--- src/aerusm_pkg.sv ---
// aerusm package: map, field positions, reset values and carrier types
package aerusm_pkg;

  // ***********************************
  // register offsets
  // ***********************************
  localparam logic [11:0] AERUSM_OFF_CAP   = 12'h100;
  localparam logic [11:0] AERUSM_OFF_STAT  = 12'h104;
  localparam logic [11:0] AERUSM_OFF_MASK  = 12'h108;
  localparam logic [11:0] AERUSM_OFF_ISTAT = 12'h110;
  localparam logic [11:0] AERUSM_OFF_IMASK = 12'h114;

  // ***********************************
  // capability header fields
  // ***********************************
  localparam logic [15:0] AERUSM_CAP_ID      = 16'h0001;
  localparam logic [3:0]  AERUSM_CAP_VER     = 4'h1;
  localparam logic [11:0] AERUSM_NEXT_CAPABILITY_POINTER_RST  = 12'h180;
  localparam int          AERUSM_NEXT_CAPABILITY_POINTER_LSB  = 20;

  // ***********************************
  // error bit positions
  // ***********************************
  localparam int AERUSM_B_OBSOLETE = 0;
  localparam int AERUSM_B_LINK     = 4;
  localparam int AERUSM_B_SDOWN    = 5;
  localparam int AERUSM_B_POISON   = 12;
  localparam int AERUSM_B_FCTL     = 13;
  localparam int AERUSM_B_CPLTO    = 14;
  localparam int AERUSM_B_COMPLETER_ABORT   = 15;
  localparam int AERUSM_B_UCPL     = 16;
  localparam int AERUSM_B_RXOVF    = 17;
  localparam int AERUSM_B_MALF     = 18;
  localparam int AERUSM_B_ECRC     = 19;
  localparam int AERUSM_B_UNSUP    = 20;

  // ***********************************
  // implemented bits and reset values
  // ***********************************
  localparam logic [31:0] AERUSM_ERR_BITS  = 32'h001f_3031;
  localparam logic [31:0] AERUSM_ERR_RST   = 32'h0000_0000;
  localparam logic [1:0]  AERUSM_INT_BITS  = 2'h3;
  localparam logic [1:0]  AERUSM_INT_RST   = 2'h0;
  localparam int          AERUSM_INT_RPT   = 0;
  localparam int          AERUSM_INT_SUPP  = 1;

  // error events from link and transaction logic
  typedef struct packed {
    logic link_protocol_error;
    logic surprise_link_down_error;
    logic poisoned;
    logic flow_control_error;
    logic unexpected_completion;
    logic receive_overflow;
    logic malformed;
    logic ecrc;
    logic unsupported;
  } aerusm_evt_t;

endpackage

--- src/aerusm_top.sv ---
// aerusm top: uncorrectable error status and mask registers over apb
//
// Register access over APB was decided locally.
`timescale 1ns/1ns
module aerusm_top
  import aerusm_pkg::*;
(
  input  wire logic        i_ref_clk,
  input  wire logic        i_rst,
  input  wire logic        i_por_rst,
  input  wire logic        i_psel,
  input  wire logic        i_penable,
  input  wire logic        i_pwrite,
  input  wire logic [11:0] i_paddr,
  input  wire logic [31:0] i_pwdata,
  input  wire logic [3:0]  i_pstrb,
  output logic      [31:0] o_prdata,
  output logic             o_pready,
  output logic             o_pslverr,
  input  wire aerusm_evt_t i_err_evt,
  input  wire logic        i_surprise_down_report_capable,
  input  wire logic        i_next_capability_pointer_lock,
  output logic      [31:0] o_err_report,
  output logic      [31:0] o_err_log,
  output logic             o_irq
);

  // ***********************************
  // state
  // ***********************************
  logic [31:0] stat_q;
  logic [31:0] stat_d;
  logic [31:0] mask_q;
  logic [31:0] mask_d;
  logic [11:0] nxt_q;
  logic [11:0] nxt_d;
  logic [1:0]  ist_q;
  logic [1:0]  ist_d;
  logic [1:0]  imask_q;
  logic [1:0]  imask_d;
  logic [31:0] rdata_q;
  logic        slverr_q;
  logic [31:0] rpt_q;
  logic [31:0] log_q;

  // ***********************************
  // bus decode
  // ***********************************
  wire         setup    = i_psel & ~i_penable;
  wire         access   = i_psel & i_penable;
  wire         wr       = access & i_pwrite;
  wire         hit_cap  = (i_paddr == AERUSM_OFF_CAP);
  wire         hit_stat = (i_paddr == AERUSM_OFF_STAT);
  wire         hit_mask = (i_paddr == AERUSM_OFF_MASK);
  wire         hit_ist  = (i_paddr == AERUSM_OFF_ISTAT);
  wire         hit_imsk = (i_paddr == AERUSM_OFF_IMASK);
  wire         mapped   = hit_cap | hit_stat | hit_mask | hit_ist | hit_imsk;
  wire [31:0]  lanes    = {{8{i_pstrb[3]}}, {8{i_pstrb[2]}},
                           {8{i_pstrb[1]}}, {8{i_pstrb[0]}}};
  wire [31:0]  wbits    = i_pwdata & lanes;

  // ***********************************
  // error events into status positions
  // ***********************************
  wire         sd_cap   = i_surprise_down_report_capable;
  logic [31:0] evt_vec;
  always_comb
  begin
    evt_vec                    = '0;
    evt_vec[AERUSM_B_LINK]     = i_err_evt.link_protocol_error;
    evt_vec[AERUSM_B_SDOWN]    = i_err_evt.surprise_link_down_error & sd_cap;
    evt_vec[AERUSM_B_POISON]   = i_err_evt.poisoned;
    evt_vec[AERUSM_B_FCTL]     = i_err_evt.flow_control_error;
    evt_vec[AERUSM_B_UCPL]     = i_err_evt.unexpected_completion;
    evt_vec[AERUSM_B_RXOVF]    = i_err_evt.receive_overflow;
    evt_vec[AERUSM_B_MALF]     = i_err_evt.malformed;
    evt_vec[AERUSM_B_ECRC]     = i_err_evt.ecrc;
    evt_vec[AERUSM_B_UNSUP]    = i_err_evt.unsupported;
  end

  // unmasked events are logged and reported, masked ones suppressed
  wire [31:0]  rpt_vec  = evt_vec & ~mask_q;
  wire [31:0]  supp_vec = evt_vec & mask_q;

  // ***********************************
  // next values
  // ***********************************
  // status: set wins over a write-one clear
  wire [31:0]  stat_clr = (wr && hit_stat) ? wbits : '0;
  assign stat_d = ((stat_q & ~stat_clr) | evt_vec) & AERUSM_ERR_BITS;
  assign mask_d = (wr && hit_mask)
                ? ((mask_q & ~lanes) | wbits) & AERUSM_ERR_BITS
                : mask_q;
  // next pointer writable only while unlocked
  wire         nxt_we   = wr & hit_cap & ~i_next_capability_pointer_lock;
  wire [11:0]  nxt_ln   = lanes[31:20];
  assign nxt_d  = nxt_we
                ? (nxt_q & ~nxt_ln) | (i_pwdata[31:20] & nxt_ln)
                : nxt_q;
  wire [1:0]   int_evt  = {|supp_vec, |rpt_vec};
  wire [1:0]   ist_clr  = (wr && hit_ist) ? wbits[1:0] : 2'h0;
  assign ist_d  = ((ist_q & ~ist_clr) | int_evt) & AERUSM_INT_BITS;
  assign imask_d = (wr && hit_imsk)
                 ? ((imask_q & ~lanes[1:0]) | wbits[1:0]) & AERUSM_INT_BITS
                 : imask_q;

  // ***********************************
  // read views
  // ***********************************
  logic [31:0] stat_rd;
  always_comb
  begin
    stat_rd                  = stat_q;
    stat_rd[AERUSM_B_SDOWN]  = stat_q[AERUSM_B_SDOWN] & sd_cap;
    stat_rd[AERUSM_B_CPLTO]  = 1'b0;
    stat_rd[AERUSM_B_COMPLETER_ABORT] = 1'b0;
  end
  wire [31:0]  cap_rd   = {nxt_q, AERUSM_CAP_VER, AERUSM_CAP_ID};
  wire [31:0]  rd_mux   = hit_cap  ? cap_rd
                        : hit_stat ? stat_rd
                        : hit_mask ? mask_q
                        : hit_ist  ? {30'h0, ist_q}
                        : hit_imsk ? {30'h0, imask_q}
                        : 32'h0;

  // ***********************************
  // sticky registers: power-on reset only
  // ***********************************
  always_ff @(posedge i_ref_clk)
  begin
    if (i_por_rst)
    begin
      stat_q <= AERUSM_ERR_RST;
      mask_q <= AERUSM_ERR_RST;
    end
    else
    begin
      stat_q <= stat_d;
      mask_q <= mask_d;
    end
  end

  // ***********************************
  // ordinary registers
  // ***********************************
  always_ff @(posedge i_ref_clk)
  begin
    if (i_rst || i_por_rst)
    begin
      nxt_q    <= AERUSM_NEXT_CAPABILITY_POINTER_RST;
      ist_q    <= AERUSM_INT_RST;
      imask_q  <= AERUSM_INT_RST;
      rdata_q  <= '0;
      slverr_q <= 1'b0;
      rpt_q    <= '0;
      log_q    <= '0;
    end
    else
    begin
      nxt_q    <= nxt_d;
      ist_q    <= ist_d;
      imask_q  <= imask_d;
      rpt_q    <= rpt_vec;
      log_q    <= rpt_vec;
      if (setup)
      begin
        rdata_q  <= i_pwrite ? 32'h0 : rd_mux;
        slverr_q <= ~mapped;
      end
    end
  end

  // ***********************************
  // outputs
  // ***********************************
  assign o_prdata     = rdata_q;
  assign o_pready     = access;
  assign o_pslverr    = access & slverr_q;
  assign o_err_report = rpt_q;
  assign o_err_log    = log_q;
  assign o_irq        = |(ist_q & imask_q);
endmodule

--- config.mk ---
export PLATFORM = sky130hd
export DESIGN_NAME = aerusm_top
export DESIGN_NICKNAME = d
export VERILOG_FILES = /design/src/aerusm_pkg.sv /design/src/aerusm_top.sv
export SDC_FILE = /design/constraint.sdc
export NUM_CORES = 1
export LEC_CHECK = 0
export ABC_AREA = 1
export ABC_CLOCK_PERIOD_IN_PS = 1100
export BUFFER_PORTS_ARGS = -buffer_cell sky130_fd_sc_hd__buf_2
export CAP_MARGIN = 20
export CORE_UTILIZATION = 42
export CTS_BUF_LIST = sky130_fd_sc_hd__clkbuf_16
export DETAILED_ROUTE_END_ITERATION = 8
export GPL_ROUTABILITY_DRIVEN = 0
export PLACE_DENSITY = 0.76
export REMOVE_ABC_BUFFERS = 1
export SLEW_MARGIN = 5
export SYNTH_ARGS = -nofsm -noshare
export SYNTH_HDL_FRONTEND = slang
export SYNTH_SLANG_ARGS = --single-unit
--- constraint.sdc ---
create_clock -name i_ref_clk -period 1.1 [get_ports i_ref_clk]
set_input_delay 0.11 -clock i_ref_clk [delete_from_list [all_inputs] [get_ports i_ref_clk]]
set_output_delay 0.11 -clock i_ref_clk [all_outputs]
set_load 0.01 [all_outputs]
# Yosys cells after proc, flatten, opt, wreduce, memory -nomap -nowiden
# Index checks and enable logic that the tools add are counted.
[totals] input_bits=65 register_bits=101
[classes] n_mux=8 reduce_logical=8 bitwise=36 eq_ne=5
[ops] cell="AND 21 bit" n=4
[ops] cell="two-way mux 32 bit" n=2
[ops] cell="OR reduction 32 bit" n=2
[ops] cell="two-way mux 21 bit" n=3
[ops] cell="== test 12 x 9 -> 1 bit, second input constant" n=5
[ops] cell="inverter 21 bit" n=2
[ops] cell="bitwise OR 21 bit" n=2
[ops] cell="AND 21 x 32 -> 32 bit" n=1
[ops] cell="inverter 21 -> 32 bit" n=1
[ops] cell="AND 12 bit" n=2
[ops] cell="inverter 12 bit" n=1
[ops] cell="bitwise OR 12 bit" n=1
[ops] cell="AND 1 bit" n=8
[ops] cell="AND 2 bit" n=3
[ops] cell="two-way mux 2 bit" n=3
[ops] cell="logical AND 1 bit" n=4
[ops] cell="inverter 2 bit" n=2
[ops] cell="bitwise OR 1 bit" n=4
[ops] cell="bitwise OR 2 bit" n=2
[ops] cell="inverter 1 bit" n=3
[ops] cell="OR reduction 2 bit" n=1
[ops] cell="logical OR 1 bit" n=1

# Longest topological paths before layout
# Gate-level depths: netlist (run 1).
[logic_depth] ltp_word=7 mapped_depth=11 depth_no_buf=11

# Least setup slack after synthesis (run 1)
# OpenSTA, ideal clock, no wires.
[synth_timing] kind="in2reg" from="input port i_paddr[7]" to="register with a tool-made name" cell_stages=8 path_buffers=0 path_slack_ps=-13 required_ps=970 setup_ps=130 arrival_time_ps=983 path_cell_list="nor2_2 nand3_2 nor2_2 nand2_2 nor3_2 nand2_1 nand2_1 nand3_1"
[synth_lines] element="start: declaration" line_no="aerusm_top.sv:14" source="input wire logic [11:0] i_paddr,"

==> results of run 1 <==
==> layout by cell type (no fill, tap or decap), drive strengths merged <==
cell type      n
a21boi         2
inv           46
clkinv         6
dlygate4sd3    2
nand2         91
a21oi         36
clkinvlp       1
a211oi         7
nor4           3
nor2          52
conb          56
o22ai          2
bufinv         1
clkbuf         9
o211ai         8
nor3           7
nand4          2
nand3         21
dfxtp         68
o21ai         34
a31oi          2
buf          121
==> cell type report <==
cell class / count / area, µm²
Clock buffer: 9 / 225
Clock inverter: 7 / 68.8
Fill cell: 751 / 3490
Inverter: 47 / 178
Multi-Input combinational cell: 323 / 1630
Sequential cell: 68 / 1370
Tap cell: 102 / 128
Timing Repair Buffer: 123 / 723
==> path summary, 6_finish.rpt <==
kind | slack [ns] | endpoint | from
min reg2reg | 0.46 | register | register
min | 0.01 | register | i_pwdata[31]
max | 0.03 | o_irq | register
max reg2reg | 0.09 | ist_q[1] | register
==> where the power goes <==
| group | switching [mW] | internal [mW] | total, mW | leakage, nW |
|---|---|---|---|---|
| Clock | 1.07 | 1.74 | 2.82 | 0.147 |
| Combinational | 0.348 | 0.180 | 0.529 | 1.42 |
| Sequential | 0.0185 | 2.50 | 2.52 | 0.554 |
| Total | 1.44 | 4.43 | 5.87 | 2.12 |
==> tightest hold or removal path, cell delays in order <==
cell    delay (ns)
buf_2         0.08
nor2_1        0.04
nor2_1        0.08
==> stage by stage <==
step	instance area, µm²	cells	hold slack, ns
finish	4320	679	0.0137
global route	4320	679	0.0144
CTS	4220	676	0.00484
detailed placement	3900	658	0.322
global placement	3900	658	0.323
floorplan	3100	438	0.179
==> repair_timing <==
action	4_1_cts	5_1_grt
endpoints found under the hold margin	2	0
endpoints found under the setup margin	7	28
buffers inserted	0	3
hold buffers	2	0
gates resized for setup	2	26
pin swaps	0	11
==> cells by family (layout without fill, tap and decap cells) <==
logic type	count (synthesis)	after routing	share of synthesized area [%]
and+or+nand+nor	176	176	24.7
buffers and inverters	123	186	21.0
AOI/OAI and AO/OA	91	91	14.6
DFF	68	68	39.6
other	1	56	0.109
==> layer usage <==
layer	global-route usage, %	up-vias	part of all wire, %
met2	33.3	157	50
li1	-	1590	-
met1	23.5	1484	41
met3	5.01	11	7.8
met4	7.68	0	1.3
met5	0	-	0
==> metrics.txt, run 1 <==
outcome=finished, final reports clean; Seq/Total Area, Yosys=39.6%; synthesized cell area=3440 µm²; vias in the first global route=2886; TritonCTS clock tree=done; Primary FF master, synth=dfxtp_1; PD cells=1360 nW/µm²; Root Buffer Master=clkbuf_16; Worst Skew=0.00583 ns; Antenna Nets Post-Route=0; WP depth=3; Syn Area/Cell=7.49 µm²; CTS clk-pin slew, worst paths=0.06 ns; Die W=92.5 µm; crit path max fanout=3; count leader, synth=nand2_1; Peak supply drop=1.11 mV; max_cap viols=0; Top Ports=164; area leader, netlist=dfxtp_1; CTS Sinks=68; first-pass GRT wire length=12900 µm; total CTS buffers=9; main area contributors after synthesis=dfxtp_1 (40%), buf_4 (14%), nand2_1 (9.2%), a21oi_1 (5.2%), nor2_1 (4.7%); worst slack, placed=-0.378 ns; P&R area growth vs syn=25.6%; WS Path Type=register to output port; H-tree depth=3; WL final=8590 µm; initial antenna violation count=0; worst path bufs/invs=1; Yosys reg bits=68; Critical Path AT=0.96 ns; ANT cells=0; total grt overflow=0; P_leak=2.12 nW; Synth warnings=0; CP Launch Type=register; final worst path period share=97.2%; setup violators final=0; fraction of registers with async set/reset=0%; final hold vios=0; DR DRC count=0; core area=7810 µm²; DR vias/cell=4.77; fmax=936 MHz; site row count=32; Final HPWL DP=6410 µm; Pwr Total=5.87 mW; routed len/inst=12.6 µm; top-area cell type share of the netlist area=39.6%; Iteration-0 DRC Markers=159; post-synth cell types=34; Crit. End Element=output port; drt pass-1 iters=7; Vert. Die Dim=92.5 µm; crit-path leading delay family=flip-flops; hold path depth=3; Syn Inst Count=459; total number of vias=3242; CP peak stage delay=0.36 ns; r2r worst-path depth=4; Hold WC Path Type=input pin to register; setup tns final=0 ns; Worst-Skew Late Latency=0.33 ns; PnR worst setup slack=0.0312 ns; Period minus WS final=1.07 ns; largest net degree at the start of global routing=20; Max Slew Vio Count=0; worst path cell trace=nand2_1, nand2_1, buf_2; Starting Density=44.0%; total track usage=19.6%; port bufs=97; CP dominant cell by count=nand2_1; Post-synth EDFFs=0; layout cells sized above 1=32.4%; fin nets=637; RSZ-0062 raised after global routing=yes; Final Util=55.3%; die area=8550 µm²; Slowest cell on crit path=dfxtp_1; top cells by count, synth=nand2_1 (84), dfxtp_1 (68), buf_4 (66); Max clock buf depth=2; CP Data Required Time=0.99 ns
(Power assumes the default switching activity.)
==> run 2, diff against run 1 <==
- BUFFER_PORTS_ARGS: -buffer_cell sky130_fd_sc_hd__buf_2 -> -buffer_cell sky130_fd_sc_hd__buf_4
- PLACE_DENSITY: 0.76 -> 0.77
==> metrics.txt, run 2 (synthesis gave the netlist of run 1 again) <==
max_cap viols=0; final worst path period share=96.9%; crit path max fanout=3; Max Slew Vio Count=0; total CTS buffers=9; Sequential cell area=1370 µm²; largest net degree at the start of global routing=24; WS Path Type=register to output port; first-pass GRT wire length=13700 µm; Peak supply drop=0.883 mV; post-CTS setup repair buffer count=0; drt pass-1 iters=5; Period minus WS final=1.07 ns; total number of vias=3252; Crit. End Element=output port; P_leak=2.16 nW; Max clock buf depth=2; worst path cell trace=nand2_1, nand2_1, buf_4; Iteration-0 DRC Markers=129; placed cells=660; WL final=8820 µm; DR DRC count=0; total track usage=20.4%; CTS Sinks=68; site row count=32; Vert. Die Dim=92.5 µm; setup violators final=0; CP Launch Type=register; CP Data Required Time=0.99 ns; Slowest cell on crit path=dfxtp_1; port bufs=97; worst path bufs/invs=1; fill cell count=706; routed len/inst=13.0 µm; Multi-input gate area=1660 µm²; die area=8550 µm²; Starting Density=44.0%; fmax=938 MHz; P&R area growth vs syn=33.4%; layout cells sized above 1=33.3%; DR vias/cell=4.80; Critical Path AT=0.96 ns; initial antenna violation count=0; CP peak stage delay=0.36 ns; Antenna Nets Post-Route=0; CP dominant cell by count=nand2_1; total grt overflow=0; crit-path leading delay family=flip-flops; outcome=finished, final reports clean; Worst Skew=0.00705 ns; most common cell after layout, fill and taps aside=buf_4; final non-filler cell total=678; TritonCTS clock tree=done; CTS clk-pin slew, worst paths=0.06 ns; Die W=92.5 µm; Final HPWL DP=6570 µm; final hold vios=0; PD cells=1330 nW/µm²; Hold Slack=0.00260 ns; Hold WC Path Type=input pin to register; ANT cells=0; most frequent cells in the layout=buf_4 (118), nand2_1 (80), dfxtp_1 (63), conb_1 (56), nor2_1 (40); vias in the first global route=3035; CP startpoint=ist_q[1]; fin nets=636; H-tree depth=3; Top Ports=164; Worst-Skew Late Latency=0.33 ns; core area=7810 µm²; Root Buffer Master=clkbuf_16; hold path start=i_pwdata[25]
## run 2: cell types whose count changed in the layout (fill, tap and decap cells not counted), sizes merged
cell | previous run | this run
buf | 121 | 120
inv | 46 | 47
clkinvlp | 1 | 0
## run 2: area by class of cell
cell class / instances / share of cell area (%)
multi-input combinational: 323 / 36.2
clock inverter: 7 / 1.85
sequential: 68 / 29.8
inverter: 47 / 3.87
timing repair buffer: 122 / 20.6
tap: 102 / 2.78
clock buffer: 9 / 4.91
## run 2: path summary, 6_finish.rpt
check	endpoint	slack, ns	cells after the start
hold reg to reg	o_prdata[21]	0.46	2
hold / removal	register	0.003	3
setup reg to reg	ist_q[1]	0.09	4
setup / recovery	o_irq	0.03	3
## run 2: power by group
group	internal, mW	switching, mW
Clock	1.79	1.18
Combinational	0.246	0.351
Sequential	2.50	0.0206
Total	4.54	1.56
## run 2: per-stage QoR
step           total power [mW]   TNS [ns]  setup slack, ns  utilization (%)  area, µm²
4_1_cts                    6.10          0          0.00304             57.5       4490
2_1_floorplan              2.82     -13.66           -0.453                -       3100
5_1_grt                    6.28  -0.000439        -0.000439             58.8       4590
3_5_place_dp               3.14     -13.44           -0.327             53.2       4150
6_report                   6.10          0           0.0339             58.8       4590
3_3_place_gp               3.13     -10.83           -0.258             53.2       4150
## run 2: worst register-to-register path: stages, from the launching register on
cell	delay, ns
dfxtp_2	0.33
inv_2	0.07
o22ai_2	0.10
nor4_2	0.29
a31oi_1	0.11
## run 2: layer usage
| layer | global-route usage, % | part of all wire (%) | up-vias | wire length (µm) |
|---|---|---|---|---|
| li1 | - | - | 1585 | - |
| met1 | 24.8 | 41 | 1517 | 3580 |
| met2 | 35.1 | 51 | 142 | 4530 |
| met3 | 4.68 | 7.3 | 8 | 640 |
| met4 | 7.42 | 0.81 | 0 | 71 |
| met5 | 0 | 0 | - | 0 |
## run 2: repair_timing
action / CTS / global route
endpoints found under the hold margin: 2 / 0
hold buffers: 2 / 0
pin swaps: 0 / 6
setup endpoints to repair: 1 / 35
resized for setup: 2 / 32
==> run 3, diff against run 2 <==
- CORE_MARGIN: unset -> 2
- RECOVER_POWER: unset -> 50
==> metrics.txt, run 3 (synthesis gave the netlist of run 1 again) <==
Final HPWL DP=6560 µm; Top Ports=164; CTS Sinks=68; total grt overflow=0; H-tree depth=3; worst path cell trace=nand2_1, nand2_1, buf_4; total CTS buffers=9; Slowest cell on crit path=dfxtp_1; Max Slew Vio Count=0; initial antenna violation count=0; Starting Density=42.5%; CP Launch Type=register; crit path max fanout=3; Worst Skew=0.00560 ns; Root Buffer Master=clkbuf_16; Pwr Total=6.00 mW; CTS clk-pin slew, worst paths=0.06 ns; RSZ-0062 raised after global routing=yes; r2r worst-path depth=4; placed cells=663; DR vias/cell=4.71; site row count=33; Multi-input gate area=1630 µm²; Post-Place Cell Area=4170 µm²; Iteration-0 DRC Markers=128; outcome=finished, final reports clean; Crit. End Element=output port; vias in the first global route=2967; fin nets=638; Antenna Nets Post-Route=0; core area=8090 µm²; slew margin rel.=66.3%; Peak supply drop=0.733 mV; fill cell count=792; worst path bufs/invs=1; first-pass GRT wire length=13500 µm; largest net degree at the start of global routing=24; reg2reg setup slack=0.07 ns; WS Path Type=register to output port; Die W=94.5 µm; Max clock buf depth=2; P&R area growth vs syn=30.7%; hold path depth=3; hold path start=i_pwdata[29]; fmax=939 MHz; most common cell after layout, fill and taps aside=buf_4; port bufs=97; layout cells sized above 1=27.5%; crit-path leading delay family=flip-flops; Worst-Margin Slew=0.506 ns; TritonCTS clock tree=done; CP Data Required Time=0.99 ns; CP dominant cell by count=nand2_1; Critical Path AT=0.95 ns; Finished Cell Area=4490 µm²; final non-filler cell total=683; P_leak=2.08 nW; R2R Path End=ist_q[1]; routed len/inst=12.6 µm; max_cap viols=0; final hold vios=0; ANT cells=0; WL final=8620 µm; PD cells=1330 nW/µm²; DR DRC count=0; total number of vias=3217; setup violators final=0; most frequent cells in the layout=buf_4 (96), nand2_1 (82), dfxtp_1 (66), conb_1 (56), nor2_1 (43); die area=8930 µm²; Sequential cell area=1360 µm²; Worst-Skew Late Latency=0.33 ns; Vert. Die Dim=94.5 µm; Hold WC Path Type=input pin to register; total track usage=19.6%; CP peak stage delay=0.35 ns; Period minus WS final=1.06 ns; drt pass-1 iters=4; setup tns final=0 ns; final worst path period share=96.8%
## run 3: where the power goes
group          switching [mW]  internal, mW  total, mW
registers              0.0199          2.50       2.52
logic                   0.351         0.243      0.594
clock network            1.11          1.76       2.88
total                    1.49          4.51       6.00
## run 3: per-stage QoR
stage | worst slack [ns] | util (%) | hold WS, ns
CTS | 0.000868 | 55.6 | 0.00208
detailed placement | -0.338 | 51.5 | 0.321
floorplan | -0.453 | - | 0.179
global placement | -0.261 | 51.5 | 0.319
global route | -0.00321 | 55.5 | 0.00134
finish | 0.0355 | 55.5 | 0.00786
## run 3: layer usage
metal | wire, µm | global-route usage, % | share of wire (%) | vias to the layer above
li1 | - | - | - | 1600
met1 | 3570 | 24.7 | 41 | 1466
met2 | 4190 | 32.0 | 49 | 134
met3 | 690 | 5.03 | 8.0 | 17
met4 | 161 | 8.21 | 1.9 | 0
met5 | 0 | 0 | 0 | -
## run 3: worst max-delay path by stage
stage / startpoint / to / depth (start not counted)
finish: register / o_irq / 3
global route: i_paddr[7] / register / 9
global placement: i_paddr[7] / register / 9
floorplan: i_por_rst / ist_q[0] / 3
detailed placement: i_paddr[7] / register / 9
CTS: i_paddr[7] / register / 9
## run 3: repair_timing
| item | CTS | global route |
|---|---|---|
| gates resized for setup | 0 | 26 |
| endpoints found under the setup margin | 0 | 47 |
| buffers inserted | 0 | 1 |
| endpoints found under the hold margin | 3 | 0 |
| hold buffers | 3 | 0 |
## run 3: cell type report
cell class / instances / share of cell area [%]
Clock buffer: 9 / 5.01
Clock inverter: 7 / 1.64
Multi-Input combinational cell: 323 / 36.2
Inverter: 47 / 3.95
Timing Repair Buffer: 124 / 19.9
Tap cell: 105 / 2.92
Sequential cell: 68 / 30.3
## run 3: worst register-to-register path, stage by stage (launching register included)
cell and delay, ns:
dfxtp_1 0.33, inv_2 0.08, o22ai_2 0.09, nor4_1 0.30, a31oi_1 0.11
